==> src/csc_pkg.sv <==
// Shared constants, field layout and types of the clock synthesizer controls
package csc_pkg;

    localparam int unsigned CLK_MHZ  = 200;
    localparam int unsigned ADDR_W   = 6;
    localparam int unsigned DATA_W   = 32;
    localparam int unsigned REG_NUM  = 7;

    // Word indices; byte address is four times the index
    localparam int unsigned IDX_FRAC   = 0;
    localparam int unsigned IDX_PREDIV = 1;
    localparam int unsigned IDX_LOWER  = 2;
    localparam int unsigned IDX_UINT   = 3;
    localparam int unsigned IDX_POST   = 4;
    localparam int unsigned IDX_OUTCTL = 5;
    localparam int unsigned IDX_LOOP   = 6;
    localparam int unsigned IDX_STATUS = 7;

    localparam int unsigned FRAC_W   = 18;
    localparam int unsigned PREDIV_W = 17;
    localparam int unsigned LOWER_W  = 17;
    localparam int unsigned UINT_W   = 8;
    localparam int unsigned POST_W   = 8;
    localparam int unsigned POST0_LSB = 0;
    localparam int unsigned POST1_LSB = 8;

    localparam int unsigned BIT_PASS0 = 0;
    localparam int unsigned BIT_PASS1 = 1;
    localparam int unsigned BIT_FMT0  = 2;
    localparam int unsigned BIT_FMT1  = 3;
    localparam int unsigned BIT_EN0   = 4;
    localparam int unsigned BIT_EN1   = 5;
    localparam int unsigned BIT_RECAL = 6;
    localparam int unsigned BIT_DBL   = 7;

    localparam int unsigned BW_W       = 7;
    localparam int unsigned BW_LSB     = 0;
    localparam int unsigned MODE_LSB   = 8;
    localparam int unsigned POLICY_LSB = 12;
    localparam int unsigned PRIM_BIT   = 16;
    localparam int unsigned ADC_LSB    = 18;
    localparam int unsigned LOCKW_LSB  = 20;

    localparam logic [DATA_W-1:0] REG_MASK [REG_NUM] = '{
        32'h0003ffff, 32'h0001ffff, 32'h0001ffff, 32'h000000ff,
        32'h0000ffff, 32'h000000ff, 32'h003d337f};
    // Output enable bits come up set
    localparam logic [DATA_W-1:0] REG_RST [REG_NUM] = '{
        32'h00000000, 32'h00000000, 32'h00000000, 32'h00000000,
        32'h00000000, 32'h00000030, 32'h00000000};

    localparam int unsigned ST_NUM = 7;

    // Synchroniser lanes; pulled-up pins idle high
    localparam int unsigned SY_OE0  = 0;
    localparam int unsigned SY_OE1  = 1;
    localparam int unsigned SY_PIN  = 2;
    localparam int unsigned SY_ABAD = 3;
    localparam int unsigned SY_BBAD = 4;
    localparam int unsigned SYNC_N  = 5;
    localparam logic [SYNC_N-1:0] SYNC_RST = 5'h03;

    localparam int unsigned ADC_DIV_W = 5;
    localparam logic [ADC_DIV_W-1:0] ADC_DIV16 = 5'h10;
    localparam logic [ADC_DIV_W-1:0] ADC_DIV8  = 5'h08;
    localparam logic [ADC_DIV_W-1:0] ADC_DIV4  = 5'h04;
    localparam logic [ADC_DIV_W-1:0] ADC_DIV2  = 5'h02;

    localparam int unsigned LOCK_BASE_NS  = 2000;
    localparam int unsigned LOCK_BASE_CYC = (LOCK_BASE_NS * CLK_MHZ) / 1000;
    localparam int unsigned LOCK_CYC_W    = 13;

    typedef enum logic [1:0] {
        PLL_LOW_BW  = 2'b00,
        PLL_SYNTH   = 2'b01,
        PLL_HIGH_BW = 2'b10
    } csc_pll_mode_type;

    typedef enum logic [1:0] {
        SEL_PIN      = 2'b00,
        SEL_AUTO_NR  = 2'b01,
        SEL_AUTO_REV = 2'b10,
        SEL_REG      = 2'b11
    } csc_sel_policy_type;

    typedef enum logic [1:0] {
        CAL_IDLE = 2'b00,
        CAL_RUN  = 2'b01,
        CAL_HOLD = 2'b10
    } csc_cal_state_type;

    function automatic csc_pll_mode_type pll_mode_decode(logic [1:0] f);
        csc_pll_mode_type m;
        m = PLL_HIGH_BW;
        if (f == 2'b00) begin
            m = PLL_LOW_BW;
        end else if (f == 2'b01) begin
            m = PLL_SYNTH;
        end
        return m;
    endfunction

    function automatic logic [ADC_DIV_W-1:0] adc_div_decode(logic [1:0] f);
        logic [ADC_DIV_W-1:0] d;
        d = ADC_DIV2;
        case (f)
            2'b00:   d = ADC_DIV16;
            2'b01:   d = ADC_DIV8;
            2'b10:   d = ADC_DIV4;
            default: d = ADC_DIV2;
        endcase
        return d;
    endfunction

    function automatic logic [LOCK_CYC_W-1:0] lock_cyc_decode(logic [1:0] f);
        logic [LOCK_CYC_W-1:0] c;
        c = LOCK_CYC_W'(LOCK_BASE_CYC) << f;
        return c;
    endfunction

    function automatic logic [DATA_W-1:0] be_merge(logic [DATA_W-1:0] old,
                                                   logic [DATA_W-1:0] nw,
                                                   logic [3:0] be);
        logic [DATA_W-1:0] r;
        r = old;
        for (int b = 0; b < 4; b++) begin
            if (be[b]) begin
                r[b*8 +: 8] = nw[b*8 +: 8];
            end
        end
        return r;
    endfunction

endpackage

==> src/csc_cal_if.sv <==
// Handshake between the control bank and the calibration sequencer
`timescale 1ns/1ps
`default_nettype none
interface csc_cal_if;
    logic start;
    logic hold;
    logic busy;
    logic held;
    modport ctrl (output start, output hold, input busy, input held);
    modport seq  (input start, input hold, output busy, output held);
endinterface
`default_nettype wire

==> src/csc_ctrl_regs.sv <==
// Control bank of the two-output clock synthesizer over Avalon-MM
//
// Functional notes
// - Per-output format bit: 0 one driver, 1 other
// - Bypass bit routes active reference to output
// - 17-bit pre-divider and lower feedback divider
// - Upper loop: 8-bit integer, 18-bit fraction
// - Each output has an 8-bit post divider
// - Recalibrate bit forces calibration; software clears it
// - Calibration runs by itself after power-up
// - Output on only when bit and pin agree
// - Both enable bits come out of reset set
// - Two-bit policy picks manual or automatic switching
// - Select bit: register choice, primary, or ignored
// - Doubler bit turns on crystal doubler
// - ADC rate divides crystal by 16/8/4/2
// - Lock window two to sixteen microseconds
// - PLL mode: low, synth, high, high
// - Disabled output pair goes high impedance
// - Enable pins pulled up, idle as enabled
//
// Implementation choices: the Avalon-MM slave port and the address map.
`timescale 1ns/1ps
`default_nettype none
module csc_ctrl_regs
    import csc_pkg::*;
#(
    parameter int unsigned CAL_CYCLES = 256
) (
    input  wire logic                  clock_i,
    input  wire logic                  rst_i,
    input  wire logic [ADDR_W-1:0]     avs_address_i,
    input  wire logic                  avs_read_i,
    input  wire logic                  avs_write_i,
    input  wire logic [DATA_W-1:0]     avs_writedata_i,
    input  wire logic [3:0]            avs_byteenable_i,
    output logic      [DATA_W-1:0]     avs_readdata_o,
    output logic                       avs_waitrequest_o,
    input  wire logic                  out0_enable_pin_i,
    input  wire logic                  out1_enable_pin_i,
    input  wire logic                  ref_select_pin_i,
    input  wire logic                  ref_input_a_bad_i,
    input  wire logic                  ref_input_b_bad_i,
    output logic                       out0_format_sel_o,
    output logic                       out1_format_sel_o,
    output logic                       out0_ref_passthru_o,
    output logic                       out1_ref_passthru_o,
    output logic                       out_pair_a_oe_o,
    output logic                       out_pair_b_oe_o,
    output logic      [PREDIV_W-1:0]   ref_pre_div_o,
    output logic      [LOWER_W-1:0]    lower_loop_fb_div_o,
    output logic      [UINT_W-1:0]     upper_loop_int_div_o,
    output logic      [FRAC_W-1:0]     upper_loop_frac_div_o,
    output logic      [POST_W-1:0]     out0_post_div_o,
    output logic      [POST_W-1:0]     out1_post_div_o,
    output logic      [BW_W-1:0]       loop_bandwidth_cfg_o,
    output logic                       xtal_doubler_en_o,
    output logic      [ADC_DIV_W-1:0]  adc_clk_div_o,
    output logic      [LOCK_CYC_W-1:0] lock_window_cycles_o,
    output var csc_pll_mode_type       pll_mode_o,
    output logic                       active_input_o,
    output logic                       vco_cal_busy_o,
    output logic                       vco_hold_o
);

    logic [DATA_W-1:0]  regs_r [REG_NUM];
    logic [DATA_W-1:0]  rdata_r;
    logic [DATA_W-1:0]  rd_word;
    logic [DATA_W-1:0]  status_w;
    logic               ack_r;
    logic               recal_d_r;
    logic [SYNC_N-1:0]  s1_r;
    logic [SYNC_N-1:0]  s2_r;
    logic [SYNC_N-1:0]  s3_r;
    logic [SYNC_N-1:0]  stab_r;
    logic [SYNC_N-1:0]  stab_nxt;
    logic [SYNC_N-1:0]  raw_w;
    logic               active_r;
    logic               active_nxt;
    logic               oe_a_r;
    logic               oe_b_r;
    logic [ADC_DIV_W-1:0]  adc_r;
    logic [LOCK_CYC_W-1:0] lockw_r;
    csc_pll_mode_type   mode_r;
    csc_sel_policy_type policy_w;

    csc_cal_if cal_bus ();

    // Bus decode: one wait state on every access
    wire       bus_req = avs_read_i | avs_write_i;
    wire [3:0] idx     = avs_address_i[ADDR_W-1:2];
    wire       in_bank = (idx < 4'(REG_NUM));
    wire       wr_hit  = avs_write_i & ack_r & in_bank;
    wire       rd_take = avs_read_i & ~ack_r;

    assign avs_waitrequest_o = bus_req & ~ack_r;
    assign avs_readdata_o    = rdata_r;

    // Reserved bits and unmapped words read zero
    assign rd_word = in_bank ? (regs_r[idx[2:0]] & REG_MASK[idx[2:0]]) :
                     (idx == 4'(IDX_STATUS)) ? status_w : '0;

    always_ff @(posedge clock_i or posedge rst_i) begin
        if (rst_i) begin
            ack_r   <= 1'b0;
            rdata_r <= '0;
        end else begin
            ack_r <= bus_req & ~ack_r;
            if (rd_take) begin
                rdata_r <= rd_word;
            end
        end
    end

    // Reserved positions are masked off, so stray ones never stick
    always_ff @(posedge clock_i or posedge rst_i) begin
        if (rst_i) begin
            for (int i = 0; i < REG_NUM; i++) begin
                regs_r[i] <= REG_RST[i];
            end
        end else begin
            for (int i = 0; i < REG_NUM; i++) begin
                if (wr_hit && idx == 4'(i)) begin
                    regs_r[i] <= be_merge(regs_r[i], avs_writedata_i,
                                          avs_byteenable_i) & REG_MASK[i];
                end
            end
        end
    end

    // Field taps
    wire [DATA_W-1:0] oc_w   = regs_r[IDX_OUTCTL];
    wire [DATA_W-1:0] loop_w = regs_r[IDX_LOOP];
    wire [DATA_W-1:0] post_w = regs_r[IDX_POST];
    wire              en0_w  = oc_w[BIT_EN0];
    wire              en1_w  = oc_w[BIT_EN1];
    wire              recal_w = oc_w[BIT_RECAL];
    wire              prim_w = loop_w[PRIM_BIT];
    wire [1:0]        adc_f  = loop_w[ADC_LSB +: 2];
    wire [1:0]        lock_f = loop_w[LOCKW_LSB +: 2];
    wire [1:0]        mode_f = loop_w[MODE_LSB +: 2];

    assign policy_w = csc_sel_policy_type'(loop_w[POLICY_LSB +: 2]);

    assign out0_format_sel_o     = oc_w[BIT_FMT0];
    assign out1_format_sel_o     = oc_w[BIT_FMT1];
    assign out0_ref_passthru_o   = oc_w[BIT_PASS0];
    assign out1_ref_passthru_o   = oc_w[BIT_PASS1];
    assign xtal_doubler_en_o     = oc_w[BIT_DBL];
    assign ref_pre_div_o         = regs_r[IDX_PREDIV][PREDIV_W-1:0];
    assign lower_loop_fb_div_o   = regs_r[IDX_LOWER][LOWER_W-1:0];
    assign upper_loop_int_div_o  = regs_r[IDX_UINT][UINT_W-1:0];
    assign upper_loop_frac_div_o = regs_r[IDX_FRAC][FRAC_W-1:0];
    assign out0_post_div_o       = post_w[POST0_LSB +: POST_W];
    assign out1_post_div_o       = post_w[POST1_LSB +: POST_W];
    assign loop_bandwidth_cfg_o  = loop_w[BW_LSB +: BW_W];
    assign adc_clk_div_o         = adc_r;
    assign lock_window_cycles_o  = lockw_r;
    assign pll_mode_o            = mode_r;
    assign active_input_o        = active_r;
    assign out_pair_a_oe_o       = oe_a_r;
    assign out_pair_b_oe_o       = oe_b_r;

    // Pin synchronisers: a change counts once stages two and three agree
    assign raw_w = {ref_input_b_bad_i, ref_input_a_bad_i, ref_select_pin_i,
                    out1_enable_pin_i, out0_enable_pin_i};
    assign stab_nxt = (stab_r & (s2_r ^ s3_r)) | (s3_r & ~(s2_r ^ s3_r));

    // Reset value mirrors the weak pull-up on a floating enable pin
    always_ff @(posedge clock_i or posedge rst_i) begin
        if (rst_i) begin
            s1_r   <= SYNC_RST;
            s2_r   <= SYNC_RST;
            s3_r   <= SYNC_RST;
            stab_r <= SYNC_RST;
        end else begin
            s1_r   <= raw_w;
            s2_r   <= s1_r;
            s3_r   <= s2_r;
            stab_r <= stab_nxt;
        end
    end

    wire a_bad_w = stab_r[SY_ABAD];
    wire b_bad_w = stab_r[SY_BBAD];
    wire cur_bad = active_r ? b_bad_w : a_bad_w;
    wire alt_bad = active_r ? a_bad_w : b_bad_w;
    wire pri_bad = prim_w ? b_bad_w : a_bad_w;
    wire sec_bad = prim_w ? a_bad_w : b_bad_w;

    // Automatic policies, both inputs bad: keep the current one, the loop holds over
    always_comb begin
        active_nxt = active_r;
        case (policy_w)
            SEL_PIN:      active_nxt = stab_r[SY_PIN];
            SEL_REG:      active_nxt = prim_w;
            SEL_AUTO_NR: begin
                if (cur_bad && !alt_bad) begin
                    active_nxt = ~active_r;
                end
            end
            SEL_AUTO_REV: begin
                if (!pri_bad) begin
                    active_nxt = prim_w;
                end else if (!sec_bad) begin
                    active_nxt = ~prim_w;
                end
            end
            default:      active_nxt = active_r;
        endcase
    end

    always_ff @(posedge clock_i or posedge rst_i) begin
        if (rst_i) begin
            active_r <= 1'b0;
            oe_a_r   <= 1'b0;
            oe_b_r   <= 1'b0;
            adc_r    <= ADC_DIV16;
            lockw_r  <= LOCK_CYC_W'(LOCK_BASE_CYC);
            mode_r   <= PLL_LOW_BW;
        end else begin
            active_r <= active_nxt;
            oe_a_r   <= en0_w & stab_r[SY_OE0];
            oe_b_r   <= en1_w & stab_r[SY_OE1];
            adc_r    <= adc_div_decode(adc_f);
            lockw_r  <= lock_cyc_decode(lock_f);
            mode_r   <= pll_mode_decode(mode_f);
        end
    end

    // Calibration: a rising edge of the bit starts a run when the sequencer is idle
    always_ff @(posedge clock_i or posedge rst_i) begin
        if (rst_i) begin
            recal_d_r <= 1'b0;
        end else begin
            recal_d_r <= recal_w;
        end
    end

    assign cal_bus.start  = recal_w & ~recal_d_r;
    assign cal_bus.hold   = recal_w;
    assign vco_cal_busy_o = cal_bus.busy;
    assign vco_hold_o     = cal_bus.busy | cal_bus.held;

    csc_vco_cal #(
        .CAL_CYCLES (CAL_CYCLES)
    ) u_cal (
        .clock_i (clock_i),
        .rst_i   (rst_i),
        .cal     (cal_bus.seq)
    );

    assign status_w = {{(DATA_W-ST_NUM){1'b0}}, b_bad_w, a_bad_w,
                       cal_bus.held, cal_bus.busy, active_r,
                       oe_b_r, oe_a_r};

    property p_oe_a_gate;
        @(posedge clock_i) disable iff (rst_i)
        !en0_w |=> !out_pair_a_oe_o;
    endproperty
    a_oe_a_gate: assert property (p_oe_a_gate)
        else $error("output a enabled with its bit clear");

    property p_oe_b_pin;
        @(posedge clock_i) disable iff (rst_i)
        (en1_w && stab_r[SY_OE1]) ##1 (en1_w && stab_r[SY_OE1])
            |-> out_pair_b_oe_o;
    endproperty
    a_oe_b_pin: assert property (p_oe_b_pin)
        else $error("output b not enabled by bit and pin");

    property p_adc_div;
        @(posedge clock_i) disable iff (rst_i)
        (adc_f == 2'b10) ##1 (adc_f == 2'b10) |-> adc_clk_div_o == ADC_DIV4;
    endproperty
    a_adc_div: assert property (p_adc_div)
        else $error("adc rate decode wrong");

    property p_lock_win;
        @(posedge clock_i) disable iff (rst_i)
        (lock_f == 2'b11) |=> lock_window_cycles_o == LOCK_CYC_W'(3200);
    endproperty
    a_lock_win: assert property (p_lock_win)
        else $error("lock window not sixteen microseconds");

    property p_mode_high;
        @(posedge clock_i) disable iff (rst_i)
        (mode_f == 2'b11) |=> pll_mode_o == PLL_HIGH_BW;
    endproperty
    a_mode_high: assert property (p_mode_high)
        else $error("mode three not high bandwidth");

    property p_reg_sel;
        @(posedge clock_i) disable iff (rst_i)
        (policy_w == SEL_REG) |=> active_input_o == $past(prim_w);
    endproperty
    a_reg_sel: assert property (p_reg_sel)
        else $error("register select not followed");

    property p_nonrev;
        @(posedge clock_i) disable iff (rst_i)
        (policy_w == SEL_AUTO_NR && !cur_bad) |=> $stable(active_input_o);
    endproperty
    a_nonrev: assert property (p_nonrev)
        else $error("non-revertive switched from a good input");

    property p_one_wait;
        @(posedge clock_i) disable iff (rst_i)
        (bus_req && avs_waitrequest_o) |=> !avs_waitrequest_o;
    endproperty
    a_one_wait: assert property (p_one_wait)
        else $error("bus answer took more than one wait state");

endmodule
`default_nettype wire

==> src/csc_vco_cal.sv <==
// VCO calibration sequencer: power-up run, forced runs and hold
`timescale 1ns/1ps
`default_nettype none
module csc_vco_cal
    import csc_pkg::*;
#(
    parameter int unsigned CAL_CYCLES = 256
) (
    input  wire logic clock_i,
    input  wire logic rst_i,
    csc_cal_if.seq    cal
);
    localparam int unsigned CNT_W = $clog2(CAL_CYCLES) + 1;
    localparam logic [CNT_W-1:0] CNT_LAST = CNT_W'(CAL_CYCLES - 1);

    generate
        if (CAL_CYCLES < 1) begin : g_bad
            $error("CAL_CYCLES must be at least one");
        end
    endgenerate

    csc_cal_state_type state_r;
    csc_cal_state_type state_nxt;
    logic [CNT_W-1:0]  cnt_r;
    logic [CNT_W-1:0]  cnt_nxt;

    always_comb begin
        state_nxt = state_r;
        case (state_r)
            CAL_RUN: begin
                // Bit still set at the end: stay out of normal operation
                if (cnt_r == CNT_LAST) begin
                    state_nxt = cal.hold ? CAL_HOLD : CAL_IDLE;
                end
            end
            CAL_IDLE: begin
                if (cal.start) begin
                    state_nxt = CAL_RUN;
                end
            end
            CAL_HOLD: begin
                if (!cal.hold) begin
                    state_nxt = CAL_IDLE;
                end
            end
            default: state_nxt = CAL_IDLE;
        endcase
    end

    assign cnt_nxt  = (state_r == CAL_RUN) ? cnt_r + 1'b1 : '0;
    assign cal.busy = (state_r == CAL_RUN);
    assign cal.held = (state_r == CAL_HOLD);

    // Reset lands in a run so power-up calibrates unprompted
    always_ff @(posedge clock_i or posedge rst_i) begin
        if (rst_i) begin
            state_r <= CAL_RUN;
            cnt_r   <= '0;
        end else begin
            state_r <= state_nxt;
            cnt_r   <= cnt_nxt;
        end
    end

    property p_cal_start;
        @(posedge clock_i) disable iff (rst_i)
        (cal.start && state_r == CAL_IDLE) |=> cal.busy;
    endproperty
    a_cal_start: assert property (p_cal_start)
        else $error("forced calibration did not start");

    property p_hold_stays;
        @(posedge clock_i) disable iff (rst_i)
        (cal.held && cal.hold) |=> cal.held && !cal.busy;
    endproperty
    a_hold_stays: assert property (p_hold_stays)
        else $error("left hold while recalibrate bit set");

endmodule
`default_nettype wire
==> config.mk <==
export PLATFORM = sky130hd
export DESIGN_NAME = csc_ctrl_regs
export DESIGN_NICKNAME = d
export VERILOG_FILES = /design/src/csc_pkg.sv /design/src/csc_cal_if.sv /design/src/csc_ctrl_regs.sv /design/src/csc_vco_cal.sv
export SDC_FILE = /design/constraint.sdc
export NUM_CORES = 1
export LEC_CHECK = 0
export BUFFER_PORTS_ARGS = -buffer_cell sky130_fd_sc_hd__buf_2
export CAP_MARGIN = 5
export CORE_ASPECT_RATIO = 1.5
export CORE_MARGIN = 4
export CORE_UTILIZATION = 25
export DETAILED_ROUTE_END_ITERATION = 8
export GPL_TIMING_DRIVEN = 1
export PLACE_DENSITY = 0.48
export SYNTH_ARGS = -nofsm -noshare
export SYNTH_HDL_FRONTEND = slang
export SYNTH_SLANG_ARGS = --single-unit
==> constraint.sdc <==
create_clock -name clock_i -period 5.9 [get_ports clock_i]
set_input_delay 0 -clock clock_i [delete_from_list [all_inputs] [get_ports clock_i]]
set_output_delay 0 -clock clock_i [all_outputs]
set_load 0.005 [all_outputs]
==> metrics.md <==
| Metric | Value |
|---|---|
| Status | `complete, no violations` |
| CTS tree | `yes` |
| Sw Ratio | `26.27%` |
| Vias in the first global route | `5406` |
| Top_reg_cell synth | `dfrtp_1` |
| DIE WIDTH | `149.5 microns` |
| Remaining antenna violation count | `0` |
| Wirelength, routed | `22.27 mm` |
| Worst Setup End Kind | `register` |
| Comb power frac | `15.5%` |
| Largest family of logic cells by synthesized area | `multiplexers` |
| CTS Buf Count | `17` |
| Period utilization | `36.27%` |
| Die H | `220.3 microns` |
| Sequential fraction of the synthesis area | `57.54%` |
| Antenna Cells | `0` |
| Clock transition at path regs | `80 ps` |
| Post-synthesis cell area | `7512 sq um` |
| # Max-Cap Violations | `0` |
| Drt pass-1 iters | `4` |
| Congestion Overflow GR | `0` |
| Lkg Pwr | `0.004742 uW` |
| Hold Path Origin | `avs_byteenable_i[2]` |
| Via Count | `5029` |
| Initial antenna violation count | `0` |
| Slew HR | `37.50%` |
| Synth unique cells | `59` |
| Clk sinks | `172` |
| Root Buffer | `clkbuf_16` |
| Core box area | `29580 sq um` |
| Met2 Usage GRT | `23.90%` |
| Layout cells sized above 1 | `46.51%` |
| I/O pins | `197` |
| Clock power frac | `39.2%` |
| Post-synthesis register bit count | `172` |
| Gr busiest metal | `met2` |
| Total Routing Usage GR | `13.96%` |
| CTS-repair resized insts | `0` |
| Clock buffer depth | `2` |
| EDFF count, synth | `0` |
| FFs w/ async S/R, synth | `100.0%` |
| Adder-cell share of the synthesized area | `2.448%` |
| PortBufs | `167` |
| DR vias/cell | `4.358` |
| Synthesis-to-finish area growth | `27.80%` |
| CP Class | `reg2reg` |
| Int Power | `2344 uW` |
| Post-synthesis instance total | `553` |
| Critical Path Fanout Max | `23` |
| Ys Warns | `0` |
| Final Hold Viols | `0` |
| Final Max Slew Viols | `0` |
| Crit start category | `register` |
| Setup_tns | `0 ps` |
| M1 GR Usage | `17.02%` |
| Final GP Congestion | `0.7401` |
| Syn avg cell area | `13.58 sq um` |
| # Post-CTS Setup Buffers | `0` |
| Synth Area in Simple Gates | `7.978%` |
| CP startpoint | `ack_r$_DFF_PP0_` |
| Part of the power in registers | `45.3%` |
| Clk_skew | `17.21 ps` |
| Largest net degree at the start of global routing | `78` |
| DRC | `0` |
| Routed len/inst | `19.30 microns` |
| # setup viols final | `0` |
| Xor/xnor cell area share of the yosys netlist | `0.4664%` |
| P per Cell Area | `331.2 nW/um^2` |
| Post-synthesis compound-gate area fraction | `6.529%` |
| R2r worst-path depth | `5` |
| # H-tree levels | `4` |
| CP Data Arrival Time | `2520 ps` |
| Peak Freq | `467.3 MHz` |
| Sw Pwr | `835.5 uW` |
| Core Util, Final | `32.46%` |
| DRT iter0 DRCs | `189` |
| Post-route minimum period | `2140 ps` |
| Nets@finish | `806` |
| # rows | `77` |
| Worst reg2reg path startpoint | `ack_r$_DFF_PP0_` |
| RSZ-0062 raised after global routing | `false` |
| Post-synthesis mux area share | `20.45%` |
| Worst skew pair latency | `450 ps` |
| Initial Util | `25.40%` |
| Met3 Use GR | `3.893%` |
| Post-DP HPWL | `15.71 mm` |
| Hold Path Class | `in2reg` |
| Max IR drop VDD | `0.1968 mV` |
| First-pass GRT wire length | `33.91 mm` |
| Worst Tran Pin Value | `937.5 ps` |
| Die area | `32940 sq um` |
| Crit path required time | `6280 ps` |
| Cells on Worst Hold Path | `3` |
==> kinds of logic (layout without fill, tap and decap cells) <==
group,Yosys count,in the layout
other cells,1,16
simple gates,102,102
fa+ha+maj,16,16
buf+inv,55,246
compound gates,73,73
mux,130,130
xor+xnor,4,4
flops,172,172
==> synthesized netlist by cell type (2+ instances only) <==
cell type / count / area (sq um)
dfrtp_1: 157 / 3929
mux2_2: 98 / 1104
nand2_1: 29 / 108.9
buf_4: 26 / 195.2
o21ai_0: 19 / 95.09
mux2i_1: 17 / 170.2
dfstp_2: 15 / 394.1
nor2_1: 12 / 45.04
a21oi_1: 11 / 55.05
inv_1: 11 / 41.29
nand2_2: 10 / 62.56
ha_1: 9 / 112.6
a22oi_1: 8 / 60.06
and2_1: 8 / 50.05
a221oi_1: 7 / 61.31
buf_2: 7 / 35.03
mux2_4: 7 / 105.1
clkbuf_1: 6 / 22.52
maj3_1: 6 / 60.06
mux4_2: 6 / 135.1
nand2b_1: 6 / 37.54
nand3_1: 6 / 30.03
nor2b_1: 6 / 37.54
o21ai_1: 6 / 30.03
o221ai_1: 4 / 35.03
and4_1: 3 / 26.28
buf_6: 3 / 33.78
nand3b_1: 3 / 22.52
nor2_4: 3 / 33.78
o211ai_1: 3 / 22.52
o22ai_1: 3 / 18.77
or3_1: 3 / 18.77
xnor2_1: 3 / 26.28
a21boi_0: 2 / 15.01
a22o_1: 2 / 17.52
and2b_1: 2 / 15.01
mux2_1: 2 / 22.52
nor2_2: 2 / 12.51
nor3_1: 2 / 10.01
==> cells in the final DEF (no fill, tap or decap), types with 9 or more instances in the layout <==
cell type      count
dfrtp_1          157
dlygate4sd3_1     31
mux2i_1           17
buf_2            167
nand2_2           10
nor2_1            12
clkbuf_16         17
inv_1             10
dfstp_2           15
a21oi_1           11
ha_1               9
nand2_1           29
mux2_2            98
conb_1            16
o21ai_0           19
==> per-stage QoR <==
step | total power (uW) | hold WS (ps) | setup slack (ps) | instances | cell area [sq um]
2_1_floorplan | 1724 | 4.478 | 1265 | 568 | 7569
3_3_place_gp | 1953 | 109.8 | 3611 | 1091 | 8642
3_5_place_dp | 1959 | 110.9 | 3605 | 1091 | 8642
4_1_cts | 3249 | 15.33 | 3691 | 1154 | 9600
5_1_grt | 3368 | 28.86 | 3579 | 1154 | 9600
6_report | 3180 | 39.38 | 3760 | 1154 | 9600
==> path summary, 6_finish.rpt <==
kind | to | slack, ps
min in group asynchronous | lock_window_cycles_o[9]$_DFF_PP0_ | 230
worst max-delay path | avs_readdata_o[15]$_DFFE_PP0P_ | 3760
worst max register to register | avs_readdata_o[15]$_DFFE_PP0P_ | 3760
worst min register to register | s2_r[4]$_DFF_PP0_ | 350
max in group asynchronous | s1_r[4]$_DFF_PP0_ | 4190
worst min-delay path | loop_w[16]$_DFFE_PP0P_ | 40
==> worst max-delay path, stage by stage, from the launching register on <==
cell,delay [ps]
dfrtp_1,460
nand2b_1,470
buf_4,380
or3_4,440
a221oi_2,200
a21o_1,110
==> layer usage <==
metal  vias up  share of wire (%)
li1       2328                  -
met1      2551                 42
met2       136                 51
met3        14                5.2
met4         0                1.6
met5         -                  0
==> power by group through the flow <==
stage	registers (uW)	clock network, uW	logic (uW)
6_report	1440	1250	493
5_1_grt	1460	1350	554
4_1_cts	1440	1290	512
3_5_place_dp	1460	0	494
3_3_place_gp	1460	0	490
2_1_floorplan	1450	0	274
==> state kept, by name, indices dropped and copies added, names as in the netlist, 8 cells and up, named ones only <==
| name | count |
|---|---|
| avs_readdata_o | 22 |
| upper_loop_frac_div_o | 18 |
| lower_loop_fb_div_o | 17 |
| ref_pre_div_o | 17 |
| loop_w | 16 |
| post_w | 16 |
| u_cal.cnt_r | 9 |
| lock_window_cycles_o | 8 |
| oc_w | 8 |
| upper_loop_int_div_o | 8 |
==> repair_timing <==
| action | 4_1_cts | 5_1_grt |
|---|---|---|
| hold endpoints to repair | 177 | 0 |
| hold buffers | 31 | 0 |
| setup endpoints to repair | 0 | 0 |
==> cell type report <==
cell class,instances,area [sq um]
Timing Repair Buffer,203,1184
Clock inverter,13,215.2
Clock buffer,19,432.9
Multi-Input combinational cell,341,2905
Fill cell,3006,19980
Sequential cell,172,4323
Tap cell,395,494.2
Inverter,11,46.29
(Power assumes the default switching activity.)
